<file path="src/verilog/swcfg_pkg.sv">
// Constants for the switch configuration register bank with strap load.
// Assumes a single 20 MHz core clock and a synchronous active-high reset.
package swcfg_pkg;
    // Register indices on the serial access port
    localparam logic [2:0] SWCFG_IDX_HS_MODES = 3'h0;
    localparam logic [2:0] SWCFG_IDX_AUX_MODES = 3'h1;
    localparam logic [2:0] SWCFG_IDX_RX_SET = 3'h2;
    localparam logic [2:0] SWCFG_IDX_TERM_AB = 3'h3;
    localparam logic [2:0] SWCFG_IDX_TERM_CD = 3'h4;
    localparam logic [2:0] SWCFG_IDX_EQ_AB = 3'h5;
    localparam logic [2:0] SWCFG_IDX_EQ_CD = 3'h6;
    localparam logic [2:0] SWCFG_IDX_TX_SET = 3'h7;
    // Field positions
    localparam int SWCFG_EN_BIT = 6;
    localparam int SWCFG_RXTERM_BIT = 0;
    localparam int SWCFG_BOOST_LSB = 2;
    localparam int SWCFG_OTERM_BIT = 1;
    localparam int SWCFG_OCUR_BIT = 0;
    localparam int SWCFG_SRC_LSB = 0;
    // Fixed values while strapped
    localparam logic [3:0] SWCFG_QUAD_MODE = 4'h0;
    localparam logic [7:0] SWCFG_TERM_PULSE_OFF = 8'h00;
    localparam logic [7:0] SWCFG_ZERO = 8'h00;
    // Output pre-emphasis encodings
    typedef enum logic [1:0] {
        SWCFG_BOOST_NONE = 2'h0, // 0 dB
        SWCFG_BOOST_LOW = 2'h1,  // 2 dB
        SWCFG_BOOST_MED = 2'h2,  // 4 dB
        SWCFG_BOOST_HIGH = 2'h3  // 6 dB
    } swcfg_boost_t;
endpackage

</file>
<file path="src/verilog/swcfg_regs.sv">
// Configuration register bank of a four-input video link switch.
// Assumes a serial slave elsewhere presents decoded register accesses
// on the core clock; strap pins are asynchronous board levels.
// What this block does
// RL1: EQ bit clear 6 dB, set 12 dB
// RL2: EQ bits map B, A, C reversed, D reversed
// RL3: Two-bit pre-emphasis for all outputs
// RL4: Termination bit: 0 off, 1 on
// RL5: Current bit: 0 is 10 mA, 1 20 mA
// RL6: Strap pins load the configuration registers
// RL7: Straps rule only until first serial access
// RL8: Board ties straps statically high or low
// RL9: Mode register: enable, zeros, source select
// RL10: Termination pulse registers all zero when strapped
// RL11: All equalizer bits equal the eq strap
// RL12: Transmitter register from boost, term, current straps
// RL13: Enable 0 standby, 1 channels on
// RL14: Source select 00 A .. 11 D
// RL15: Aux switch on, quad, same source select
// RL16: Receiver termination held on when strapped
// RL17: Sync straps; strap mode ends on access
// Trade-off: every control output is registered, so a write reaches
// the controls one edge after the register image takes it.
// Hazard: a strap that moves close to the first access may be caught
// by either synchroniser stage; the board is expected to hold them still.
`timescale 1ns/1ps
module swcfg_regs (
    // Clock and reset
    input wire logic core_clk_i,
    input wire logic rst_i,
    // Strap pins (asynchronous, held static by the board)
    input wire logic strap_hs_enable_i,
    input wire logic [1:0] strap_source_sel_i,
    input wire logic strap_eq_level_i,
    input wire logic [1:0] strap_boost_level_i,
    input wire logic strap_output_term_i,
    input wire logic strap_output_current_i,
    // Serial register access port
    input wire logic acc_valid_i,
    input wire logic acc_write_i,
    input wire logic [2:0] acc_index_i,
    input wire logic [7:0] acc_wdata_i,
    output logic [7:0] acc_rdata_o,
    // Decoded controls toward the analog blocks
    output logic strap_mode_o,
    output logic hs_enable_o,
    output logic [1:0] hs_source_sel_o,
    output logic aux_enable_o,
    output logic [1:0] aux_source_sel_o,
    output logic rx_term_on_o,
    output logic [15:0] input_eq_level_bits_o,
    output logic [15:0] term_pulse_bits_o,
    output logic [1:0] output_boost_level_o,
    output logic output_term_on_o,
    output logic output_current_sel_o
);

    // Strap synchroniser stages: first stage feeds only the second
    logic [7:0] strap_s1_r;
    logic [7:0] strap_s2_r;
    // Strap mode flag, set at reset
    logic strap_mode_r;
    // Software-written register images
    logic [7:0] hs_modes_r;
    logic [7:0] aux_modes_r;
    logic [7:0] rx_set_r;
    logic [7:0] term_ab_r;
    logic [7:0] term_cd_r;
    logic [7:0] eq_ab_r;
    logic [7:0] eq_cd_r;
    logic [7:0] tx_set_r;
    // Effective register values, strap or software
    logic [7:0] hs_modes_eff;
    logic [7:0] aux_modes_eff;
    logic [7:0] rx_set_eff;
    logic [7:0] term_ab_eff;
    logic [7:0] term_cd_eff;
    logic [7:0] eq_ab_eff;
    logic [7:0] eq_cd_eff;
    logic [7:0] tx_set_eff;
    // Named strap fields after synchronisation
    logic s_en;
    logic [1:0] s_src;
    logic s_eq;
    logic [1:0] s_boost;
    logic s_oterm;
    logic s_ocur;

    // The equalizer and pulse bytes already follow the lane order of the
    // channel map (C and D counted down), so nothing is reordered on the way out.

    // Two-stage strap synchroniser; straps are static, so plain levels suffice.
    // The pins have no timing relation to the core clock, hence both stages.
    // RL17: sync strap pins
    always_ff @(posedge core_clk_i) begin
        if (rst_i) begin
            // Clear both stages so no stale level outlives a reset
            strap_s1_r <= swcfg_pkg::SWCFG_ZERO;
            strap_s2_r <= swcfg_pkg::SWCFG_ZERO;
        end else begin
            // Packed as {en, src, eq, boost, term, cur}; only stage two reads stage one
            strap_s1_r <= {strap_hs_enable_i, strap_source_sel_i, strap_eq_level_i,
                           strap_boost_level_i, strap_output_term_i, strap_output_current_i};
            strap_s2_r <= strap_s1_r;
        end
    end

    // Split the synchronised strap vector into fields
    // Field order follows the packing in the synchroniser above;
    // named fields keep the register layouts below readable.
    // RL8: static board levels
    always_comb begin
        s_en = strap_s2_r[7];
        s_src = strap_s2_r[6:5];
        s_eq = strap_s2_r[4];
        s_boost = strap_s2_r[3:2];
        s_oterm = strap_s2_r[1];
        s_ocur = strap_s2_r[0];
    end

    // Strap mode: set by reset, cleared by any serial access, read or write.
    // Hazard: an access in the first two edges after reset freezes the
    // synchroniser's reset value, not the pins; software must wait that long.
    // RL7: first access ends straps
    always_ff @(posedge core_clk_i) begin
        if (rst_i) begin
            // Every reset hands control back to the pins
            strap_mode_r <= 1'b1;
        end else if (acc_valid_i) begin
            // Sticky until the next reset, reads included
            strap_mode_r <= 1'b0;
        end
    end

    // Register images; on the first access they take over from the strap
    // values so a read-modify-write starts from what the pins had set.
    // Unused bits are stored as written and read back unchanged.
    always_ff @(posedge core_clk_i) begin
        if (rst_i) begin
            // Zero is never seen while strapped; the snapshot replaces it
            hs_modes_r <= swcfg_pkg::SWCFG_ZERO;
            aux_modes_r <= swcfg_pkg::SWCFG_ZERO;
            rx_set_r <= swcfg_pkg::SWCFG_ZERO;
            term_ab_r <= swcfg_pkg::SWCFG_ZERO;
            term_cd_r <= swcfg_pkg::SWCFG_ZERO;
            eq_ab_r <= swcfg_pkg::SWCFG_ZERO;
            eq_cd_r <= swcfg_pkg::SWCFG_ZERO;
            tx_set_r <= swcfg_pkg::SWCFG_ZERO;
        end else if (acc_valid_i) begin
            // Snapshot the effective values first, so the first access
            // freezes whatever the straps were showing
            hs_modes_r <= hs_modes_eff;
            aux_modes_r <= aux_modes_eff;
            rx_set_r <= rx_set_eff;
            term_ab_r <= term_ab_eff;
            term_cd_r <= term_cd_eff;
            eq_ab_r <= eq_ab_eff;
            eq_cd_r <= eq_cd_eff;
            tx_set_r <= tx_set_eff;
            // Then the write itself overrides its target
            if (acc_write_i) begin
                if (acc_index_i == swcfg_pkg::SWCFG_IDX_HS_MODES) begin
                    // Enable, switching mode and source select
                    hs_modes_r <= acc_wdata_i;
                end else if (acc_index_i == swcfg_pkg::SWCFG_IDX_AUX_MODES) begin
                    // Auxiliary switch enable, mode and source
                    aux_modes_r <= acc_wdata_i;
                end else if (acc_index_i == swcfg_pkg::SWCFG_IDX_RX_SET) begin
                    // Input termination select
                    rx_set_r <= acc_wdata_i;
                end else if (acc_index_i == swcfg_pkg::SWCFG_IDX_TERM_AB) begin
                    // Pulse bits for sources A and B
                    term_ab_r <= acc_wdata_i;
                end else if (acc_index_i == swcfg_pkg::SWCFG_IDX_TERM_CD) begin
                    // Pulse bits for sources C and D
                    term_cd_r <= acc_wdata_i;
                end else if (acc_index_i == swcfg_pkg::SWCFG_IDX_EQ_AB) begin
                    // Equalizer bits for sources A and B
                    eq_ab_r <= acc_wdata_i;
                end else if (acc_index_i == swcfg_pkg::SWCFG_IDX_EQ_CD) begin
                    // Equalizer bits for sources C and D
                    eq_cd_r <= acc_wdata_i;
                end else begin
                    // Only the transmitter settings index is left
                    tx_set_r <= acc_wdata_i;
                end
            end
        end
    end

    // Effective register contents: straps while in strap mode
    // Pure selection, no state: both modes share one read and output path
    // RL6: straps load registers
    always_comb begin
        if (strap_mode_r) begin
            // Bit 7 reads zero and bits 5:2 hold quad mode in both mode registers
            // RL9: mode register layout
            hs_modes_eff = {1'b0, s_en, swcfg_pkg::SWCFG_QUAD_MODE, s_src};
            // RL15: aux always on, quad
            aux_modes_eff = {1'b0, 1'b1, swcfg_pkg::SWCFG_QUAD_MODE, s_src};
            // RL16: input termination on
            rx_set_eff = swcfg_pkg::SWCFG_ZERO;
            rx_set_eff[swcfg_pkg::SWCFG_RXTERM_BIT] = 1'b1;
            // RL10: no termination pulses
            term_ab_eff = swcfg_pkg::SWCFG_TERM_PULSE_OFF;
            term_cd_eff = swcfg_pkg::SWCFG_TERM_PULSE_OFF;
            // RL11: one eq for all
            eq_ab_eff = {8{s_eq}};
            eq_cd_eff = {8{s_eq}};
            // RL12: transmitter from straps
            tx_set_eff = {4'h0, s_boost, s_oterm, s_ocur};
        end else begin
            // Register mode: the software images rule every field
            hs_modes_eff = hs_modes_r;
            aux_modes_eff = aux_modes_r;
            rx_set_eff = rx_set_r;
            term_ab_eff = term_ab_r;
            term_cd_eff = term_cd_r;
            eq_ab_eff = eq_ab_r;
            eq_cd_eff = eq_cd_r;
            tx_set_eff = tx_set_r;
        end
    end

    // Read data, registered; shows the value before this access's write.
    // A read in the strap-exit cycle returns the strap values.
    always_ff @(posedge core_clk_i) begin
        if (rst_i) begin
            // Clean read data after reset
            acc_rdata_o <= swcfg_pkg::SWCFG_ZERO;
        end else if (acc_valid_i && !acc_write_i) begin
            // Only reads move the read data; writes leave it holding
            if (acc_index_i == swcfg_pkg::SWCFG_IDX_HS_MODES) begin
                // High speed modes
                acc_rdata_o <= hs_modes_eff;
            end else if (acc_index_i == swcfg_pkg::SWCFG_IDX_AUX_MODES) begin
                // Auxiliary modes
                acc_rdata_o <= aux_modes_eff;
            end else if (acc_index_i == swcfg_pkg::SWCFG_IDX_RX_SET) begin
                // Receiver settings
                acc_rdata_o <= rx_set_eff;
            end else if (acc_index_i == swcfg_pkg::SWCFG_IDX_TERM_AB) begin
                // Pulse bits A and B
                acc_rdata_o <= term_ab_eff;
            end else if (acc_index_i == swcfg_pkg::SWCFG_IDX_TERM_CD) begin
                // Pulse bits C and D
                acc_rdata_o <= term_cd_eff;
            end else if (acc_index_i == swcfg_pkg::SWCFG_IDX_EQ_AB) begin
                // Equalizer A and B
                acc_rdata_o <= eq_ab_eff;
            end else if (acc_index_i == swcfg_pkg::SWCFG_IDX_EQ_CD) begin
                // Equalizer C and D
                acc_rdata_o <= eq_cd_eff;
            end else begin
                // Transmitter settings
                acc_rdata_o <= tx_set_eff;
            end
        end
    end

    // Decoded controls, registered so every output comes from a flip-flop.
    // Trade-off: this costs one edge, so a write reaches the controls one
    // edge after it is taken, and the strap flag output drops one edge after.
    always_ff @(posedge core_clk_i) begin
        if (rst_i) begin
            // Quiet controls while in reset, strap flag raised
            strap_mode_o <= 1'b1;
            hs_enable_o <= 1'b0;
            hs_source_sel_o <= 2'h0;
            aux_enable_o <= 1'b0;
            aux_source_sel_o <= 2'h0;
            rx_term_on_o <= 1'b0;
            input_eq_level_bits_o <= 16'h0000;
            term_pulse_bits_o <= 16'h0000;
            output_boost_level_o <= 2'h0;
            output_term_on_o <= 1'b0;
            output_current_sel_o <= 1'b0;
        end else begin
            strap_mode_o <= strap_mode_r;
            // RL13: enable, standby when 0
            hs_enable_o <= hs_modes_eff[swcfg_pkg::SWCFG_EN_BIT];
            // RL14: source A to D
            hs_source_sel_o <= hs_modes_eff[swcfg_pkg::SWCFG_SRC_LSB +: 2];
            // Auxiliary switch uses the same field layout
            aux_enable_o <= aux_modes_eff[swcfg_pkg::SWCFG_EN_BIT];
            aux_source_sel_o <= aux_modes_eff[swcfg_pkg::SWCFG_SRC_LSB +: 2];
            // Input termination for all high speed inputs
            rx_term_on_o <= rx_set_eff[swcfg_pkg::SWCFG_RXTERM_BIT];
            // RL2: channel bit mapping
            // RL1: per-channel eq level
            input_eq_level_bits_o <= {eq_cd_eff, eq_ab_eff};
            // Pulse bits share the lane order of the eq bits
            term_pulse_bits_o <= {term_cd_eff, term_ab_eff};
            // Pre-emphasis and output drive, shared by all outputs
            // RL3: global pre-emphasis
            output_boost_level_o <= tx_set_eff[swcfg_pkg::SWCFG_BOOST_LSB +: 2];
            // RL4: output termination
            output_term_on_o <= tx_set_eff[swcfg_pkg::SWCFG_OTERM_BIT];
            // RL5: output current
            output_current_sel_o <= tx_set_eff[swcfg_pkg::SWCFG_OCUR_BIT];
        end
    end

endmodule

</file>
<file path="config.mk">
export PLATFORM = sky130hd
export DESIGN_NAME = swcfg_regs
export DESIGN_NICKNAME = d
export VERILOG_FILES = /design/src/verilog/swcfg_pkg.sv /design/src/verilog/swcfg_regs.sv
export SDC_FILE = /design/constraint.sdc
export NUM_CORES = 1
export LEC_CHECK = 0
export ABC_CLOCK_PERIOD_IN_PS = 3100
export BUFFER_PORTS_ARGS = -buffer_cell sky130_fd_sc_hd__buf_2
export CORE_UTILIZATION = 35
export DETAILED_ROUTE_END_ITERATION = 8
export SLEW_MARGIN = 20
export SYNTH_ARGS = -nofsm -noshare
export SYNTH_HDL_FRONTEND = slang
export SYNTH_SLANG_ARGS = --single-unit
</file>
<file path="constraint.sdc">
create_clock -name core_clk_i -period 3.1 [get_ports core_clk_i]
set_clock_uncertainty 0.15 [all_clocks]
set_input_delay 0.465 -clock core_clk_i [delete_from_list [all_inputs] [get_ports core_clk_i]]
set_output_delay 0.465 -clock core_clk_i [all_outputs]
set_load 0.02 [all_outputs]
</file>
# Word-level counts from Yosys, hierarchy flattened
# Index checks and enable logic that the tools add are counted.
[op_classes]
eq_ne = 6
n_mux = 58
reduce_logical = 3
[op_table]
columns = ["op", "count"]
rows = [
  ["$mux W8", 58],
  ["$eq A3 B3 Y1 const B", 3],
  ["$eq A3 B2 Y1 const B", 2],
  ["$eq A3 B1 Y1 const B", 1],
  ["$logic_not A3 Y1", 1],
  ["$logic_and A1 B1 Y1", 1],
  ["$logic_not A1 Y1", 1],
]
[word_totals]
regBits = 133
input_bits = 23
wordCells = 90

# Depth between registers and ports, before layout
[depth]
ltp_word = 9
depth_mapped = 8

# Worst setup path before layout
# Ideal clock, no wire load.
[synth_path]
path_type = "input to register"
from = "in acc_index_i[0]"
to = "reg acc_rdata_o[2]"
setup_ps = 134
t_arrival_ps = 1595
required_time_ps = 2816
setup_slack_ps = 1221
stages = 8
path_cell_list = "buf_4 -> buf_6 -> buf_6 -> buf_2 -> a221oi_1 -> nor2_1 -> o21ai_0 -> a211oi_1"
[synth_via]
elab_chain_len = 8
elab_cells_between_ends = 14
cone_classes = "eq/ne (6); mux (7); reduce/logical (1)"
[synth_rtl]
columns = ["element", "line", "text"]
rows = [
  ["start, declared", "swcfg_regs.sv:41", "input wire logic [2:0] acc_index_i,"],
  ["$eq A3 B3 Y1", "swcfg_regs.sv:251", "end else if (acc_index_i == swcfg_pkg::SWCFG_IDX_EQ_CD) begin"],
  ["$mux W8", "swcfg_regs.sv:251", ""],
  ["$mux W8", "swcfg_regs.sv:248", "end else if (acc_index_i == swcfg_pkg::SWCFG_IDX_EQ_AB) begin"],
  ["$mux W8", "swcfg_regs.sv:245", "end else if (acc_index_i == swcfg_pkg::SWCFG_IDX_TERM_CD) begin"],
  ["$mux W8", "swcfg_regs.sv:242", "end else if (acc_index_i == swcfg_pkg::SWCFG_IDX_TERM_AB) begin"],
  ["$mux W8", "swcfg_regs.sv:239", "end else if (acc_index_i == swcfg_pkg::SWCFG_IDX_RX_SET) begin"],
  ["$mux W8", "swcfg_regs.sv:236", "end else if (acc_index_i == swcfg_pkg::SWCFG_IDX_AUX_MODES) begin"],
  ["$mux W8 *", "swcfg_regs.sv:233", "if (acc_index_i == swcfg_pkg::SWCFG_IDX_HS_MODES) begin"],
  ["end signal, assigned", "swcfg_regs.sv:235", "acc_rdata_o <= hs_modes_eff;"],
  ["end signal, assigned", "swcfg_regs.sv:238", "acc_rdata_o <= aux_modes_eff;"],
  ["end signal, assigned", "swcfg_regs.sv:241", "acc_rdata_o <= rx_set_eff;"],
  ["end, declared", "swcfg_regs.sv:43", "output logic [7:0] acc_rdata_o,"],
]
# Mark *: on every way between the ends. The rest lies on a longest branch, timed or not.
# A chain may end at the register's enable or synchronous reset.

# Final worst setup path
# Ends and elaborated chain as after synthesis.

==> results by group <==
Outcome
  • Result of the run: finished, final reports clean

STA
  • Hold_ws: 0.1044 ns
  • Fin crit share: 0.7380
  • Max Fclk: approximately 0.44 GHz
  • Endpoints failing hold: 0
  • RSZ-0062 raised after global routing: false
  • Final setup viols: 0
  • Final Max Slew Viols: 0
  • Least-Margin Pin Slew: approximately 0.83 ns
  • Total negative slack: 0 ns
  • Final min period: 2.288 ns
  • PnR worst setup slack: roughly 0.8 ns
  • Slew margin rel.: 0.4417

Finish
  • ANT cells: 0
  • Layout cells sized above 1: 0.1968
  • Post-layout util: 0.4263
  • Layout area overhead: 18.70%
  • Nets@finish: 696

Worst setup path
  • Worst r2r src: strap_mode_r$_SDFFE_PP1P_
  • Crit path DAT: 2.47 ns
  • Worst path cell trace: buf_2 > nor2b_1 > nand3_1 > a31oi_1 > o21ai_0 > a211oi_1
  • CP startpoint kind: primary input
  • Endpoint type of the worst setup path: flip-flop
  • R2r endpoint: acc_rdata_o[3]$_SDFFE_PP0P_
  • Worst EP required: 3.28 ns
  • CP max FO: 27
  • Flop-to-flop setup slack: between 0.8 and 0.9 ns
  • Type of the worst setup path: in2reg
  • Crit-path slowest cell: nor2b_1
  • Worst Reg2Reg Path Length in Cells: 5
  • Max stage delay on crit path: 0.66 ns

Power
  • P_leak: about 2.6 nW
  • P per Cell Area: 636.6 nW/um2
  • Power Total: 4.141 mW
  • Max VDD drop: 0.4644 mV

Detailed routing
  • Pre-antenna DRT Iters: 5
  • DR iter-0 viols: 413
  • Final ANT Viol Nets: 0
  • Via density: roughly 5.3
  • Via Count: 4,794
  • DRC: 0
  • Final wirelength: between 15,000 and 20,000 um
  • Routed WL per cell: about 18 um

Global routing
  • Initial antenna violation count: 0
  • First-pass GRT wire length: 25,190 um
  • Largest net degree at the start of global routing: 57
  • Vias in the first global route: 4,611
  • All-Layer GR Usage: 0.2037
  • GRT Residual Overflow: 0

CTS
  • Cts repair resizes: 0
  • Clock Path Buffers: 2
  • Worst skew pair latency: 0.42 ns
  • Htree depth: 4
  • Clock Sinks: 133
  • Root buffer cell: clkbuf_16
  • Clk slew on worst S/H paths: 0.06 ns
  • Post-CTS Setup Inserts: 0
  • CTS Hold Bufs: 0
  • Inserted Clock Buffers: 17
  • Clock tree from TritonCTS: yes

Hold path
  • Hold Crit Start: strap_boost_level_i[1]
  • Type of the worst min-delay path: in2reg
  • Hold Path End: strap_s1_r[3]$_SDFF_PP0_
  • WHS Path Cells: 2

Floorplan
  • Die X: between 100 and 150 um
  • Initial Utilization: 0.3592
  • Core Footprint: 15,260 um2
  • Die footprint: ~16,000 um2
  • Die H: roughly 130 um
  • Io pins: 75
  • Cell row count: 45

Yosys
  • YS warnings: 0
  • Syn avg cell area: 8.782 um2
  • Netlist Area Pre-Place: 5480 um2
  • Register area share after synthesis: 0.4858
  • Synth Register Bits: 133
  • Cells after Synth: 624
  • Post-synth cell types: 52
  • Most common flop cell mapped by yosys: dfxtp_1
  • Asr flop ratio synth: 0
  • Number of synthesized flops with an enable pin: 0
  • Synth Net Count: 647

Placement
  • GP Congestion: roughly 0.9
  • Post-place setup slack: 0.4094 ns
  • DP HPWL: 10,800 um
  • PortBufs: 74

Job
  • MaxCap Viol Count: 0
sequential cells by signal (all words and copies together), names as in the netlist, 8 cells and up:
register	flops
input_eq_level_bits_o	16
term_pulse_bits_o	16
acc_rdata_o	8
aux_modes_r	8
eq_ab_r	8
eq_cd_r	8
hs_modes_r	8
rx_set_r	8
strap_s1_r	8
strap_s2_r	8
term_ab_r	8
term_cd_r	8
tx_set_r	8
worst max-delay path, delay by kind of cell:
kind / cells / cell delay (ns)
simple gates: 2 / 0.81
compound gates: 3 / 0.71
buf+inv: 1 / 0.47
final cells by class:
class	instances	area [um2]
Fill cell	1525	8753
Inverter	13	48.80
Clock buffer	17	425.4
Timing Repair Buffer	82	432.9
Sequential cell	133	2663
Clock inverter	15	146.4
Multi-Input combinational cell	426	2525
Tap cell	211	264.0
synthesized netlist by cell type, types with 6 or more instances:
| cell type | count | area [um2] |
|---|---|---|
| a211oi_1 | 6 | 45.04 |
| a21o_1 | 6 | 45.04 |
| a21oi_1 | 32 | 160.2 |
| a221oi_1 | 7 | 61.31 |
| a22oi_1 | 37 | 277.8 |
| a31oi_1 | 7 | 43.79 |
| and2_1 | 16 | 100.1 |
| buf_1 | 11 | 41.29 |
| buf_2 | 12 | 60.06 |
| clkbuf_1 | 23 | 86.33 |
| dfxtp_1 | 133 | 2663 |
| inv_1 | 12 | 45.04 |
| mux2_2 | 6 | 67.56 |
| mux2i_1 | 18 | 180.2 |
| nand2_1 | 34 | 127.6 |
| nand2b_1 | 8 | 50.05 |
| nor2_1 | 95 | 356.6 |
| nor2b_1 | 24 | 150.1 |
| nor3_1 | 19 | 95.09 |
| o21ai_0 | 49 | 245.2 |
| o22ai_1 | 6 | 37.54 |
through the flow:
| stage | area, um2 | std cells |
|---|---|---|
| finish | 6505 | 897 |
| global route | 6505 | 897 |
| CTS | 6505 | 897 |
| detailed placement | 5933 | 865 |
| global placement | 5933 | 865 |
| floorplan | 5480 | 624 |
report_power, final:
part | internal, mW | switching (mW) | leakage, nW
combinational | 0.128 | 0.276 | 1.26
sequential | 1.77 | 0.0356 | 1.08
clock | 1.12 | 0.809 | 0.276
cells in the final DEF (no fill, tap or decap), types with 2 or more instances in the layout:
master,n
or3_1,4
inv_6,6
a31oi_1,7
clkinvlp_4,2
buf_2,73
mux2i_1,18
o21ai_1,4
nor4_1,4
a22oi_1,37
o21a_1,3
mux4_2,3
nand2b_1,8
o31ai_1,5
nor3_1,19
nor2_1,95
a21o_1,6
a32oi_1,3
a221oi_1,7
inv_1,12
o211ai_1,3
nand3_1,5
clkbuf_16,17
buf_4,9
mux2_2,6
nand2_1,34
a211o_1,2
dfxtp_1,133
a21oi_1,32
o21ai_0,49
nor2_2,2
nor2b_1,24
a211oi_1,6
and2_1,16
or2_2,2
o22ai_1,6
clkinv_4,5
routing by layer:
layer	global-route usage	vias to the layer above	share of wire
li1	-	2299	-
met1	0.2709	2260	0.46
met2	0.3132	207	0.44
met3	0.04983	28	0.068
met4	0.09034	0	0.027
met5	0	-	0
worst max-delay path by stage:
stage	from	to	slack [ns]
global placement	acc_index_i[0]	acc_rdata_o[2]$_SDFFE_PP0P_	0.50
global route	strap_mode_r$_SDFFE_PP1P_	acc_rdata_o[2]$_SDFFE_PP0P_	0.67
detailed placement	acc_index_i[0]	acc_rdata_o[3]$_SDFFE_PP0P_	0.41
floorplan	acc_index_i[0]	acc_rdata_o[2]$_SDFFE_PP0P_	1.22
finish	acc_index_i[0]	acc_rdata_o[2]$_SDFFE_PP0P_	0.81
CTS	strap_mode_r$_SDFFE_PP1P_	acc_rdata_o[3]$_SDFFE_PP0P_	0.84
logic make-up after synthesis:
logic type | Yosys count | synth area share
muxes | 27 | 0.05753
buffers and inverters | 65 | 0.05342
and+or+nand+nor | 220 | 0.1947
AOI/OAI and AO/OA | 177 | 0.2053
xor gates and xnor gates | 2 | 0.003197
DFF | 133 | 0.4858
Note: power is estimated with default switching activity, not from simulation.
